==> src/apc_defs.svh <==
// Constants for the analogue path and power control register bank.
// Assumes inclusion by bare name from the package and the modules.
`ifndef APC_DEFS_SVH
`define APC_DEFS_SVH

// ****************************************************************
// Register offsets
// ****************************************************************
`define APC_ADDR_W 8
`define APC_DATA_W 16
`define APC_OFS_REFERENCE 8'h04
`define APC_OFS_MIXER 8'h07
`define APC_OFS_ANTIPOP 8'h08
`define APC_OFS_BOOST 8'h09
`define APC_OFS_MODE 8'h0a
`define APC_OFS_POWER 8'h0b

// ****************************************************************
// Reset values and writable bit masks
// ****************************************************************
`define APC_RST_REFERENCE 16'h0000
`define APC_RST_MIXER 16'h0000
`define APC_RST_ANTIPOP 16'h0000
`define APC_RST_BOOST 16'h001b
`define APC_RST_MODE 16'h0018
`define APC_RST_POWER 16'h0180
`define APC_MSK_REFERENCE 16'h0020
`define APC_MSK_MIXER 16'h001f
`define APC_MSK_ANTIPOP 16'h0007
`define APC_MSK_BOOST 16'h003f
`define APC_MSK_MODE 16'h0058
`define APC_MSK_POWER 16'h0197

// ****************************************************************
// Field positions
// ****************************************************************
`define APC_B_MIDBUF 5
`define APC_B_DAC_PATH 4
`define APC_B_IN2_ATT 3
`define APC_B_IN2_ON 2
`define APC_B_IN1_ATT 1
`define APC_B_IN1_ON 0
`define APC_B_DISCHARGE 2
`define APC_B_CLAMP_RES 1
`define APC_B_CLAMP 0
`define APC_F_DC_HI 5
`define APC_F_DC_LO 3
`define APC_F_AC_HI 2
`define APC_F_AC_LO 0
`define APC_B_CLASS 6
`define APC_B_POPSUP_A 4
`define APC_B_POPSUP_B 3
`define APC_B_TSHUT 8
`define APC_B_TSENSE 7
`define APC_B_HOT 6
`define APC_B_LINE_ON 4
`define APC_B_PREAMP_ON 2
`define APC_B_SPK_ON 1
`define APC_B_CONV_ON 0

`endif

==> src/apc_pkg.sv <==
// Types shared by the control register bank and its users.
// Assumes the constants header sits in the include path.
`include "apc_defs.svh"

package apc_pkg;

	// ****************************************************************
	// Register access request from the control port
	// ****************************************************************
	typedef struct packed {
		logic wr;
		logic rd;
		logic [`APC_ADDR_W-1:0] addr;
		logic [`APC_DATA_W-1:0] wdata;
	} apc_bus_t;

	// ****************************************************************
	// Effective controls to the analogue circuitry
	// ****************************************************************
	typedef struct packed {
		logic midpoint_buffer_on;
		logic dac_path_on;
		logic input_two_attenuate;
		logic input_two_path_on;
		logic input_one_attenuate;
		logic input_one_path_on;
		logic line_output_discharge;
		logic line_clamp_active;
		logic line_clamp_resistance_sel;
		logic [2:0] speaker_dc_boost;
		logic [2:0] speaker_ac_boost;
		logic speaker_class_select;
		logic speaker_popsup_a;
		logic speaker_popsup_b;
		logic thermal_sensor_on;
		logic over_temp;
		logic line_output_on;
		logic speaker_preamp_on;
		logic speaker_output_on;
		logic converter_on;
	} apc_ctrl_t;

endpackage

==> src/apc_regs.sv <==
// Control register bank for the analogue mixer, line output, speaker and power.
// Assumes a control port that issues one-cycle read and write strobes on core_clk,
// and an over-temperature flag from the analogue sensor, asynchronous to core_clk.
`timescale 1ns/100ps
`include "apc_defs.svh"

module apc_regs (
	// Clock and reset
	input wire logic core_clk,
	input wire logic rst,
	// Register access
	input wire apc_pkg::apc_bus_t bus,
	output logic [`APC_DATA_W-1:0] rdata,
	output logic rvalid,
	// Analogue side
	input wire logic over_temp_pin,
	output apc_pkg::apc_ctrl_t ctrl
);
	import apc_pkg::*;

	logic [`APC_DATA_W-1:0] r_ref;
	logic [`APC_DATA_W-1:0] r_mix;
	logic [`APC_DATA_W-1:0] r_pop;
	logic [`APC_DATA_W-1:0] r_boost;
	logic [`APC_DATA_W-1:0] r_mode;
	logic [`APC_DATA_W-1:0] r_pwr;
	logic hot_q;
	logic hot_status;
	logic [`APC_DATA_W-1:0] next_rdata;
	apc_ctrl_t next_ctrl;

	// ****************************************************************
	// Sensor flag synchroniser
	// ****************************************************************
	apc_temp_sync #(
		.STAGES(3)
	) u_temp_sync (
		.core_clk(core_clk),
		.rst(rst),
		.async_in(over_temp_pin),
		.sync_out(hot_q)
	);

	// Status means nothing while the sensor is powered down
	assign hot_status = hot_q & r_pwr[`APC_B_TSENSE];

	// ****************************************************************
	// Effective control decode
	// ****************************************************************
	function automatic apc_ctrl_t ctrl_of(
		input logic [`APC_DATA_W-1:0] rf,
		input logic [`APC_DATA_W-1:0] mx,
		input logic [`APC_DATA_W-1:0] pp,
		input logic [`APC_DATA_W-1:0] bs,
		input logic [`APC_DATA_W-1:0] md,
		input logic [`APC_DATA_W-1:0] pw,
		input logic hot
	);
		apc_ctrl_t c;
		logic trip;
		logic spk_on;
		trip = pw[`APC_B_TSHUT] & pw[`APC_B_TSENSE] & hot;
		spk_on = pw[`APC_B_SPK_ON] & ~trip;
		c.midpoint_buffer_on = rf[`APC_B_MIDBUF];
		c.dac_path_on = mx[`APC_B_DAC_PATH];
		c.input_two_attenuate = mx[`APC_B_IN2_ATT];
		c.input_two_path_on = mx[`APC_B_IN2_ON];
		c.input_one_attenuate = mx[`APC_B_IN1_ATT];
		c.input_one_path_on = mx[`APC_B_IN1_ON];
		c.line_output_discharge = pp[`APC_B_DISCHARGE];
		// Clamp uses the enable bit, not the tripped state, as a shutdown is not a user disable
		c.line_clamp_active = pp[`APC_B_CLAMP] & ~pw[`APC_B_LINE_ON];
		c.line_clamp_resistance_sel = pp[`APC_B_CLAMP_RES] & c.line_clamp_active;
		c.speaker_dc_boost = bs[`APC_F_DC_HI:`APC_F_DC_LO];
		c.speaker_ac_boost = bs[`APC_F_AC_HI:`APC_F_AC_LO];
		c.speaker_class_select = md[`APC_B_CLASS];
		// Class D drives suppression itself; class AB trusts software ordering
		c.speaker_popsup_a = md[`APC_B_CLASS] ? md[`APC_B_POPSUP_A] : ~spk_on;
		c.speaker_popsup_b = md[`APC_B_CLASS] ? md[`APC_B_POPSUP_B] : ~spk_on;
		c.thermal_sensor_on = pw[`APC_B_TSENSE];
		c.over_temp = hot & pw[`APC_B_TSENSE];
		c.line_output_on = pw[`APC_B_LINE_ON] & ~trip;
		c.speaker_preamp_on = pw[`APC_B_PREAMP_ON] & ~trip;
		c.speaker_output_on = spk_on;
		c.converter_on = pw[`APC_B_CONV_ON];
		return c;
	endfunction

	assign next_ctrl = ctrl_of(r_ref, r_mix, r_pop, r_boost, r_mode, r_pwr, hot_q);

	// Controls leave on a flop so the analogue side never sees decode glitches
	always_ff @(posedge core_clk) begin
		if (rst) begin
			ctrl <= ctrl_of(`APC_RST_REFERENCE, `APC_RST_MIXER, `APC_RST_ANTIPOP,
				`APC_RST_BOOST, `APC_RST_MODE, `APC_RST_POWER, 1'b0);
		end else begin
			ctrl <= next_ctrl;
		end
	end

	// ****************************************************************
	// Register writes
	// ****************************************************************
	// Masked store; unmapped offsets and undefined bits are dropped
	always_ff @(posedge core_clk) begin
		if (rst) begin
			r_ref <= `APC_RST_REFERENCE;
			r_mix <= `APC_RST_MIXER;
			r_pop <= `APC_RST_ANTIPOP;
			r_boost <= `APC_RST_BOOST;
			r_mode <= `APC_RST_MODE;
			r_pwr <= `APC_RST_POWER;
		end else if (bus.wr) begin
			unique case (bus.addr)
				`APC_OFS_REFERENCE: r_ref <= bus.wdata & `APC_MSK_REFERENCE;
				`APC_OFS_MIXER: r_mix <= bus.wdata & `APC_MSK_MIXER;
				`APC_OFS_ANTIPOP: r_pop <= bus.wdata & `APC_MSK_ANTIPOP;
				`APC_OFS_BOOST: r_boost <= bus.wdata & `APC_MSK_BOOST;
				`APC_OFS_MODE: r_mode <= bus.wdata & `APC_MSK_MODE;
				`APC_OFS_POWER: r_pwr <= bus.wdata & `APC_MSK_POWER;
				default: ;
			endcase
		end
	end

	// ****************************************************************
	// Register reads
	// ****************************************************************
	always_comb begin
		unique case (bus.addr)
			`APC_OFS_REFERENCE: next_rdata = r_ref;
			`APC_OFS_MIXER: next_rdata = r_mix;
			`APC_OFS_ANTIPOP: next_rdata = r_pop;
			`APC_OFS_BOOST: next_rdata = r_boost;
			`APC_OFS_MODE: next_rdata = r_mode;
			`APC_OFS_POWER: next_rdata = r_pwr | ({{(`APC_DATA_W-1){1'b0}}, hot_status}
				<< `APC_B_HOT);
			default: next_rdata = '0;
		endcase
	end

	// Read data held until the next read
	always_ff @(posedge core_clk) begin
		if (rst) begin
			rdata <= '0;
			rvalid <= 1'b0;
		end else begin
			rvalid <= bus.rd;
			if (bus.rd) begin
				rdata <= next_rdata;
			end
		end
	end

	// ****************************************************************
	// Assertions
	// ****************************************************************
	property p_dac_path;
		@(posedge core_clk) disable iff (rst)
		(bus.wr && bus.addr == `APC_OFS_MIXER) |=> ##1
			ctrl.dac_path_on == $past(bus.wdata[`APC_B_DAC_PATH], 2);
	endproperty
	a_dac_path: assert property (p_dac_path) else $error("mixer path bit not applied");

	property p_in_att;
		@(posedge core_clk) disable iff (rst)
		(bus.wr && bus.addr == `APC_OFS_MIXER) |=> ##1
			{ctrl.input_two_attenuate, ctrl.input_two_path_on, ctrl.input_one_attenuate,
			ctrl.input_one_path_on} == $past(bus.wdata[`APC_B_IN2_ATT:`APC_B_IN1_ON], 2);
	endproperty
	a_in_att: assert property (p_in_att) else $error("input path bits not applied");

	property p_discharge;
		@(posedge core_clk) disable iff (rst)
		(bus.wr && bus.addr == `APC_OFS_ANTIPOP) |=> ##1
			ctrl.line_output_discharge == $past(bus.wdata[`APC_B_DISCHARGE], 2);
	endproperty
	a_discharge: assert property (p_discharge) else $error("discharge bit not applied");

	property p_clamp_res;
		@(posedge core_clk) disable iff (rst)
		ctrl.line_clamp_resistance_sel |-> ctrl.line_clamp_active && !ctrl.line_output_on;
	endproperty
	a_clamp_res: assert property (p_clamp_res) else $error("resistance select outside clamp");

	property p_clamp_gate;
		@(posedge core_clk) disable iff (rst)
		r_pwr[`APC_B_LINE_ON] |=> !ctrl.line_clamp_active;
	endproperty
	a_clamp_gate: assert property (p_clamp_gate) else $error("clamp active with line enabled");

	property p_boost_reset;
		@(posedge core_clk)
		$fell(rst) |-> ctrl.speaker_dc_boost == 3'h3 && ctrl.speaker_ac_boost == 3'h3
			&& r_boost == `APC_RST_BOOST;
	endproperty
	a_boost_reset: assert property (p_boost_reset) else $error("boost reset value wrong");

	property p_ac_boost;
		@(posedge core_clk) disable iff (rst)
		(bus.wr && bus.addr == `APC_OFS_BOOST) |=> ##1
			ctrl.speaker_ac_boost == $past(bus.wdata[`APC_F_AC_HI:`APC_F_AC_LO], 2);
	endproperty
	a_ac_boost: assert property (p_ac_boost) else $error("ac boost not applied");

	property p_class;
		@(posedge core_clk) disable iff (rst)
		(bus.wr && bus.addr == `APC_OFS_MODE) |=> ##1
			ctrl.speaker_class_select == $past(bus.wdata[`APC_B_CLASS], 2);
	endproperty
	a_class: assert property (p_class) else $error("speaker class not applied");

	property p_popsup_d;
		@(posedge core_clk) disable iff (rst)
		!ctrl.speaker_class_select |-> ctrl.speaker_popsup_a == !ctrl.speaker_output_on
			&& ctrl.speaker_popsup_b == !ctrl.speaker_output_on;
	endproperty
	a_popsup_d: assert property (p_popsup_d) else $error("class D suppression not automatic");

	property p_shutdown;
		@(posedge core_clk) disable iff (rst)
		(hot_q && r_pwr[`APC_B_TSHUT] && r_pwr[`APC_B_TSENSE]) |=>
			!ctrl.line_output_on && !ctrl.speaker_output_on && !ctrl.speaker_preamp_on;
	endproperty
	a_shutdown: assert property (p_shutdown) else $error("outputs not forced off when hot");

	property p_sensor;
		@(posedge core_clk) disable iff (rst)
		!r_pwr[`APC_B_TSENSE] |=> !ctrl.thermal_sensor_on && !ctrl.over_temp;
	endproperty
	a_sensor: assert property (p_sensor) else $error("sensor still on");

	property p_status;
		@(posedge core_clk) disable iff (rst)
		(bus.rd && bus.addr == `APC_OFS_POWER) |=> rdata[`APC_B_HOT] == $past(hot_status);
	endproperty
	a_status: assert property (p_status) else $error("status bit wrong");

	property p_conv;
		@(posedge core_clk) disable iff (rst)
		(bus.wr && bus.addr == `APC_OFS_POWER) |=> ##1
			ctrl.converter_on == $past(bus.wdata[`APC_B_CONV_ON], 2);
	endproperty
	a_conv: assert property (p_conv) else $error("converter enable not applied");

	property p_midbuf;
		@(posedge core_clk) disable iff (rst)
		(bus.wr && bus.addr == `APC_OFS_REFERENCE) |=> ##1
			ctrl.midpoint_buffer_on == $past(bus.wdata[`APC_B_MIDBUF], 2);
	endproperty
	a_midbuf: assert property (p_midbuf) else $error("midpoint buffer not applied");

	property p_undef;
		@(posedge core_clk) disable iff (rst)
		(bus.rd && bus.addr == `APC_OFS_MIXER) |=>
			rdata[`APC_DATA_W-1:`APC_B_DAC_PATH+1] == '0 && rvalid;
	endproperty
	a_undef: assert property (p_undef) else $error("undefined bits not zero");

endmodule

==> src/apc_temp_sync.sv <==
// Three-stage synchroniser with agreement filter for the sensor flag.
// Assumes an asynchronous level input and a synchronous active-high reset.
`timescale 1ns/100ps

module apc_temp_sync #(
	parameter int STAGES = 3
) (
	// Clock and reset
	input wire logic core_clk,
	input wire logic rst,
	// Level in and filtered level out
	input wire logic async_in,
	output logic sync_out
);

	logic [STAGES-1:0] chain;

	// ****************************************************************
	// Elaboration check
	// ****************************************************************
	if (STAGES < 3) begin : g_bad_stages
		$error("apc_temp_sync needs at least three stages");
	end

	// Shift chain; only the next stage reads the first flop
	always_ff @(posedge core_clk) begin
		if (rst) begin
			chain <= '0;
		end else begin
			chain <= {chain[STAGES-2:0], async_in};
		end
	end

	// Accept a change once the last two stages agree
	always_ff @(posedge core_clk) begin
		if (rst) begin
			sync_out <= 1'b0;
		end else if (chain[STAGES-1] == chain[STAGES-2]) begin
			sync_out <= chain[STAGES-1];
		end
	end

endmodule

==> config.mk <==
export PLATFORM = sky130hd
export DESIGN_NAME = apc_regs
export DESIGN_NICKNAME = d
export VERILOG_FILES = /design/src/apc_pkg.sv /design/src/apc_regs.sv /design/src/apc_temp_sync.sv
export VERILOG_INCLUDE_DIRS = /design/src
export SDC_FILE = /design/constraint.sdc
export NUM_CORES = 1
export LEC_CHECK = 0
export BUFFER_PORTS_ARGS = -buffer_cell sky130_fd_sc_hd__buf_4
export CORE_UTILIZATION = 50
export DETAILED_ROUTE_END_ITERATION = 10
export PLACE_DENSITY_LB_ADDON = 0.15
export SETUP_SLACK_MARGIN = 0.5
export SKIP_LAST_GASP = 1
export SLEW_MARGIN = 30
export SYNTH_ARGS = -nofsm -noshare
export SYNTH_HDL_FRONTEND = slang
export SYNTH_SLANG_ARGS = --single-unit
export TNS_END_PERCENT = 10
==> constraint.sdc <==
create_clock -name core_clk -period 1.79 [get_ports core_clk]
set_clock_uncertainty 0.15 [all_clocks]
set_input_delay 0.179 -clock core_clk [delete_from_list [all_inputs] [get_ports core_clk]]
set_output_delay 0.179 -clock core_clk [all_outputs]
set_load 0.05 [all_outputs]
== Yosys cells after proc, flatten, opt, wreduce, memory -nomap -nowiden ==
Index checks and enable logic that the tools add are counted.
W data, S select, Z words.

* Eq/ne operators: 7
* Multiplexer cells: 3
* Reduce and logical (&&, ||, !) cells: 6
* Bitwise logic cells: 12

{| class="wikitable"
|+ Operators with widths
! kind !! count
|-
| $pmux W9 S6 || 1
|-
| $eq A8 B4 Y1 const B || 4
|-
| $eq A8 B3 Y1 const B || 2
|-
| $reduce_and A2 Y1 || 6
|-
| $or A9 B7 Y9 || 1
|-
| $and A1 B1 Y1 || 8
|-
| $not A1 Y1 || 3
|-
| $mux W1 || 2
|-
| $eq A1 B1 Y1 || 1
|}

* Word-level logic and storage cells: 58
* Register bits: 69
* Bits of input ports: 29

== Depth between registers and ports, before layout ==
* Depth after elaboration: 6
* Gate-level depth with buffers: 6
* Gate-level depth less buffers: 4

== Cells and area by module ==
From an unflattened synthesis, not the netlist that was laid out.

* Cells, all modules: 232
* Area, all modules: 2307.2 um^2

{| class="wikitable"
|+ Modules (own cells, without submodules)
! module !! cells an instance !! area each (um^2) !! times used
|-
| apc_regs || 222 || 2194.6 || 1
|-
| apc_temp_sync || 10 || 112.6 || 1
|}

== Worst setup path after synthesis ==
No wires, ideal clock.

* Path kind: input port to flip-flop
* From: input bus[21] (netlist name)
* To: register rdata[5]
* Path slack: 246 ps
* Data arrival time: 1309 ps
* Cell stages on the path: 4
* Setup time: 84 ps
* Cell sequence: or4_4 -> nor4_4 -> o21ai_2 -> o31ai_2

* Longest elaborated chain between the ends: 2

{| class="wikitable"
|+ Ends and longest elaborated chain
! element !! RTL line !! text
|-
| start, declared || apc_regs.sv:12 || <nowiki>input wire apc_pkg::apc_bus_t bus,</nowiki>
|-
| $eq A8 B4 Y1 or $eq A8 B3 Y1 (tied branches) || apc_regs.sv:130 || <nowiki>unique case (bus.addr)</nowiki>
|-
| $pmux W9 S6 * || apc_regs.sv:130 ||
|-
| end signal, assigned || apc_regs.sv:150 || <nowiki>rdata <= next_rdata;</nowiki>
|-
| end, declared || apc_regs.sv:13 || <nowiki>output logic [`APC_DATA_W-1:0] rdata,</nowiki>
|}

Every way passes the cells marked *; elsewhere a longest branch is shown, timed or not.
A chain may end at the register's enable or synchronous reset.

== Worst setup path after layout ==
* From: register r_boost[1]
* To: register rdata[1]

* Longest elaborated chain between the ends: 1

{| class="wikitable"
|+ Ends and longest elaborated chain
! element !! RTL line !! text
|-
| start, declared || apc_regs.sv:24 || <nowiki>logic [`APC_DATA_W-1:0] r_boost;</nowiki>
|-
| start signal, assigned || apc_regs.sv:110 || <nowiki>r_boost <= `APC_RST_BOOST;</nowiki>
|-
| start signal, assigned || apc_regs.sv:118 || <nowiki>`APC_OFS_BOOST: r_boost <= bus.wdata & `APC_MSK_BOOST;</nowiki>
|-
| $pmux W9 S6 || apc_regs.sv:130 ||
|}

No other way between the ends.

==> reports/qor.csv <==
stage,metric,value,unit
run_status,status,finished clean,
worst_setup_path,worstSetupPathType,flip-flop to flip-flop,
global_route,grt_antenna_before_repair,0,
detailed_routing,drtPass1Iterations,4,
yosys,ys_ff_latch,62,
yosys,synthArstFlopShare,0,%
yosys,synth_edf_count,0,
timing,period_needed,1.322,ns
power,ir_drop,0.5499,mV
yosys,yosys-top-cells-count,"dfxtp_1 (62), nor2_1 (31), nor2b_1 (19)",
detailed_routing,ant_nets,0,
yosys,yosysTopAreaCellShare,53.68,%
detailed_routing,via_per_inst,5.110,
worst_setup_path,arrival,1.39,ns
global_route,grt-ovfl-total,0,
yosys,synth.avg_cell_area,9.924,um^2
detailed_routing,drt-wirelength-per-cell,13.60,um
layout,fin_nets,336,
timing,worst_hold_slack,0.01336,ns
floorplanning,ioPinCount,70,
worst_setup_path,end_kind,flip-flop,
power,p_leak,1.361,nW
cts,clk_latency,0.34,ns
floorplanning,fp.dieW,70.01,um
yosys,synth_top_area_cell,dfxtp_1,
worst_setup_path,critical_path_required,1.86,ns
cts,cts_buffer_depth,2,
yosys,ys_seq_area_share,53.68,%
yosys,ys_types,34,
yosys,postSynthCellCount,233,
detailed_routing,dr.first_iter.drc_count,119,
timing,hold_viol,0,
yosys,synth_most_common_cell,dfxtp_1,
yosys,syn_area,2312,um^2
global_route,grt_usage,21.37,%
layout,diodes,0,
floorplanning,fp-row-count,24,
timing,rsz0062_at_grt,yes,
timing,clock.fmax,0.7565,GHz
placement,gp_congestion,0.8144,
floorplanning,die_h,70.01,um
cts,h-tree-depth,3,
layout,fin_area,3120,um^2
floorplanning,start_util,52.38,%
global_route,grt_pass1_wl,8.031,mm
timing,setup_viol,0,
power,powerDensity,852.6,nW/um^2
cts,cts_buffers,9,
layout,drive_gt1_share,32.15,%
worst_setup_path,start_kind,flip-flop,
worst_setup_path,cp_cell_sequence,mux2_4 -> a22o_1 -> a32oi_1 -> o21ai_1,
cts,clkSlewWorstSetupHoldPaths,0.07,ns
layout,synthToLayoutAreaGrowth,34.96,%
timing,fin_crit_sh,73.85,%
placement,post_dp_cell_area,2805,um^2
detailed_routing,via_count,1855,
worst_setup_path,max_stage_delay,0.32,ns
placement,place.detailed.hpwl,3.450,mm
yosys,ys.flop_type,dfxtp_1,
global_route,grt_max_degree,28,
detailed_routing,drc,0,
cts,cts_tree,yes,
timing,drv_slew,0,
cts,cts.sinks,62,
global_route,first_global_vias,1728,
yosys,synth_area_leaders,"dfxtp_1 (54%), mux2i_1 (5.6%), nor2b_1 (5.1%)",
detailed_routing,routed_wl,4.937,mm
placement,io_buffers,55,
worst_setup_path,crit_slowest_cell,dfxtp_1,
timing,timing.setup.tns,0,ns
job,cap_violations,0,
floorplanning,dieArea,4901,um^2
cts,cts_root_buf,clkbuf_8,
hold_path,hold_path.class,primary input to flip-flop,
floorplanning,core_area,4414,um^2
worst_setup_path,path_max_fanout,2,
yosys,yosysWarnings,0,
stage by stage:
| step | setup WS [ns] | utilization, % | std cells | power [W] |
|---|---|---|---|---|
| detailed placement | 0.1399 | 63.55 | 336 | 0.001600 |
| floorplan | 0.3344 | - | 239 | 0.001542 |
| global placement | 0.1703 | 63.55 | 336 | 0.001598 |
| global route | 0.4404 | 70.69 | 363 | 0.002747 |
| finish | 0.4680 | 70.69 | 363 | 0.002661 |
| CTS | 0.4761 | 70.18 | 362 | 0.002669 |
cell type report:
| cell class | count | area, um^2 |
|---|---|---|
| clock buffer | 14 | 162.7 |
| clock inverter | 1 | 5.005 |
| fill | 356 | 1294 |
| inverter | 6 | 22.52 |
| multi-input combinational | 152 | 1022 |
| sequential | 62 | 1247 |
| tap | 52 | 65.06 |
| timing repair buffer | 76 | 595.6 |
registers in the layout (all words and copies together) (netlist names):
signal and cells:
u_temp_sync.chain 3, rdata 9, r_pwr 6, ctrl 24
r_pop 3, r_ref 1, r_mode 3, r_boost 6
rvalid 1, u_temp_sync.sync_out 1, r_mix 5
final timing paths:
path / cells after the start / from / slack (ns) / end
worst max-delay path: 4 / r_boost[1]$_SDFFE_PP1P_ / 0.47 / rdata[1]$_SDFFE_PP0P_
worst min register to register: 1 / u_temp_sync.chain[0]$_SDFF_PP0_ / 0.28 / u_temp_sync.chain[1]$_SDFF_PP0_
worst max register to register: 4 / r_boost[1]$_SDFFE_PP1P_ / 0.47 / rdata[1]$_SDFFE_PP0P_
worst min-delay path: 3 / bus[24] / 0.01 / rdata[6]$_SDFFE_PP0P_
cell families after synthesis:
| logic type | after synthesis | share of synthesized area, % |
|---|---|---|
| compound gates | 37 | 11.09 |
| buf+inv | 25 | 5.411 |
| flops | 62 | 53.68 |
| mux | 18 | 8.062 |
| other cells | 1 | 0.1622 |
| simple gates | 90 | 21.59 |
power by group:
group	leakage [nW]	internal [W]	total, W	switching [W]
clock network	0.0865	0.000570	0.00107	0.000498
registers	0.502	0.00139	0.00139	0.00000250
logic	0.772	0.0000817	0.000204	0.000123
metal layers:
layer  track usage, %  wire length, um  vias to the layer above
li1                 -                -                      932
met1            27.02             2313                      857
met2            33.97             2273                       55
met3            4.329              240                       11
met4            12.00              110                        0
met5                0                0                        -
worst max-delay path: cells and delay by family, from the launching register on:
kind               cells  cell delay (ns)
AOI/OAI and AO/OA      3             0.48
DFF                    1             0.32
muxes                  1             0.27
layout by cell type (no fill, tap or decap), types with 2 or more instances in the layout:
cell / netlist / final
a22o_1: 5 / 5
nand4_1: 8 / 8
dfxtp_1: 62 / 57
o21ai_0: 2 / 2
nor2b_1: 19 / 17
inv_1: 6 / 6
mux2_4: 0 / 4
and2_1: 5 / 5
dlygate4sd3_1: 0 / 10
nand2_1: 7 / 7
nor4_4: 2 / 2
nor3_1: 6 / 6
a21o_1: 5 / 5
clkbuf_8: 0 / 11
a21oi_1: 10 / 10
nor2_1: 31 / 30
mux2i_1: 13 / 13
dfxtp_2: 0 / 5
buf_4: 7 / 66
o21ai_1: 5 / 5
nor2b_2: 0 / 2
a32oi_1: 5 / 5
clkbuf_1: 6 / 3
nand2b_1: 5 / 5
conb_1: 1 / 7
repair_timing:
item	4_1_cts	5_1_grt
hold buffers	10	0
pin swaps	4	6
setup buffers	1	1
resized for setup	6	5
setup endpoints to repair	7	16
hold endpoints to repair	21	0
(Power assumes the default switching activity.)
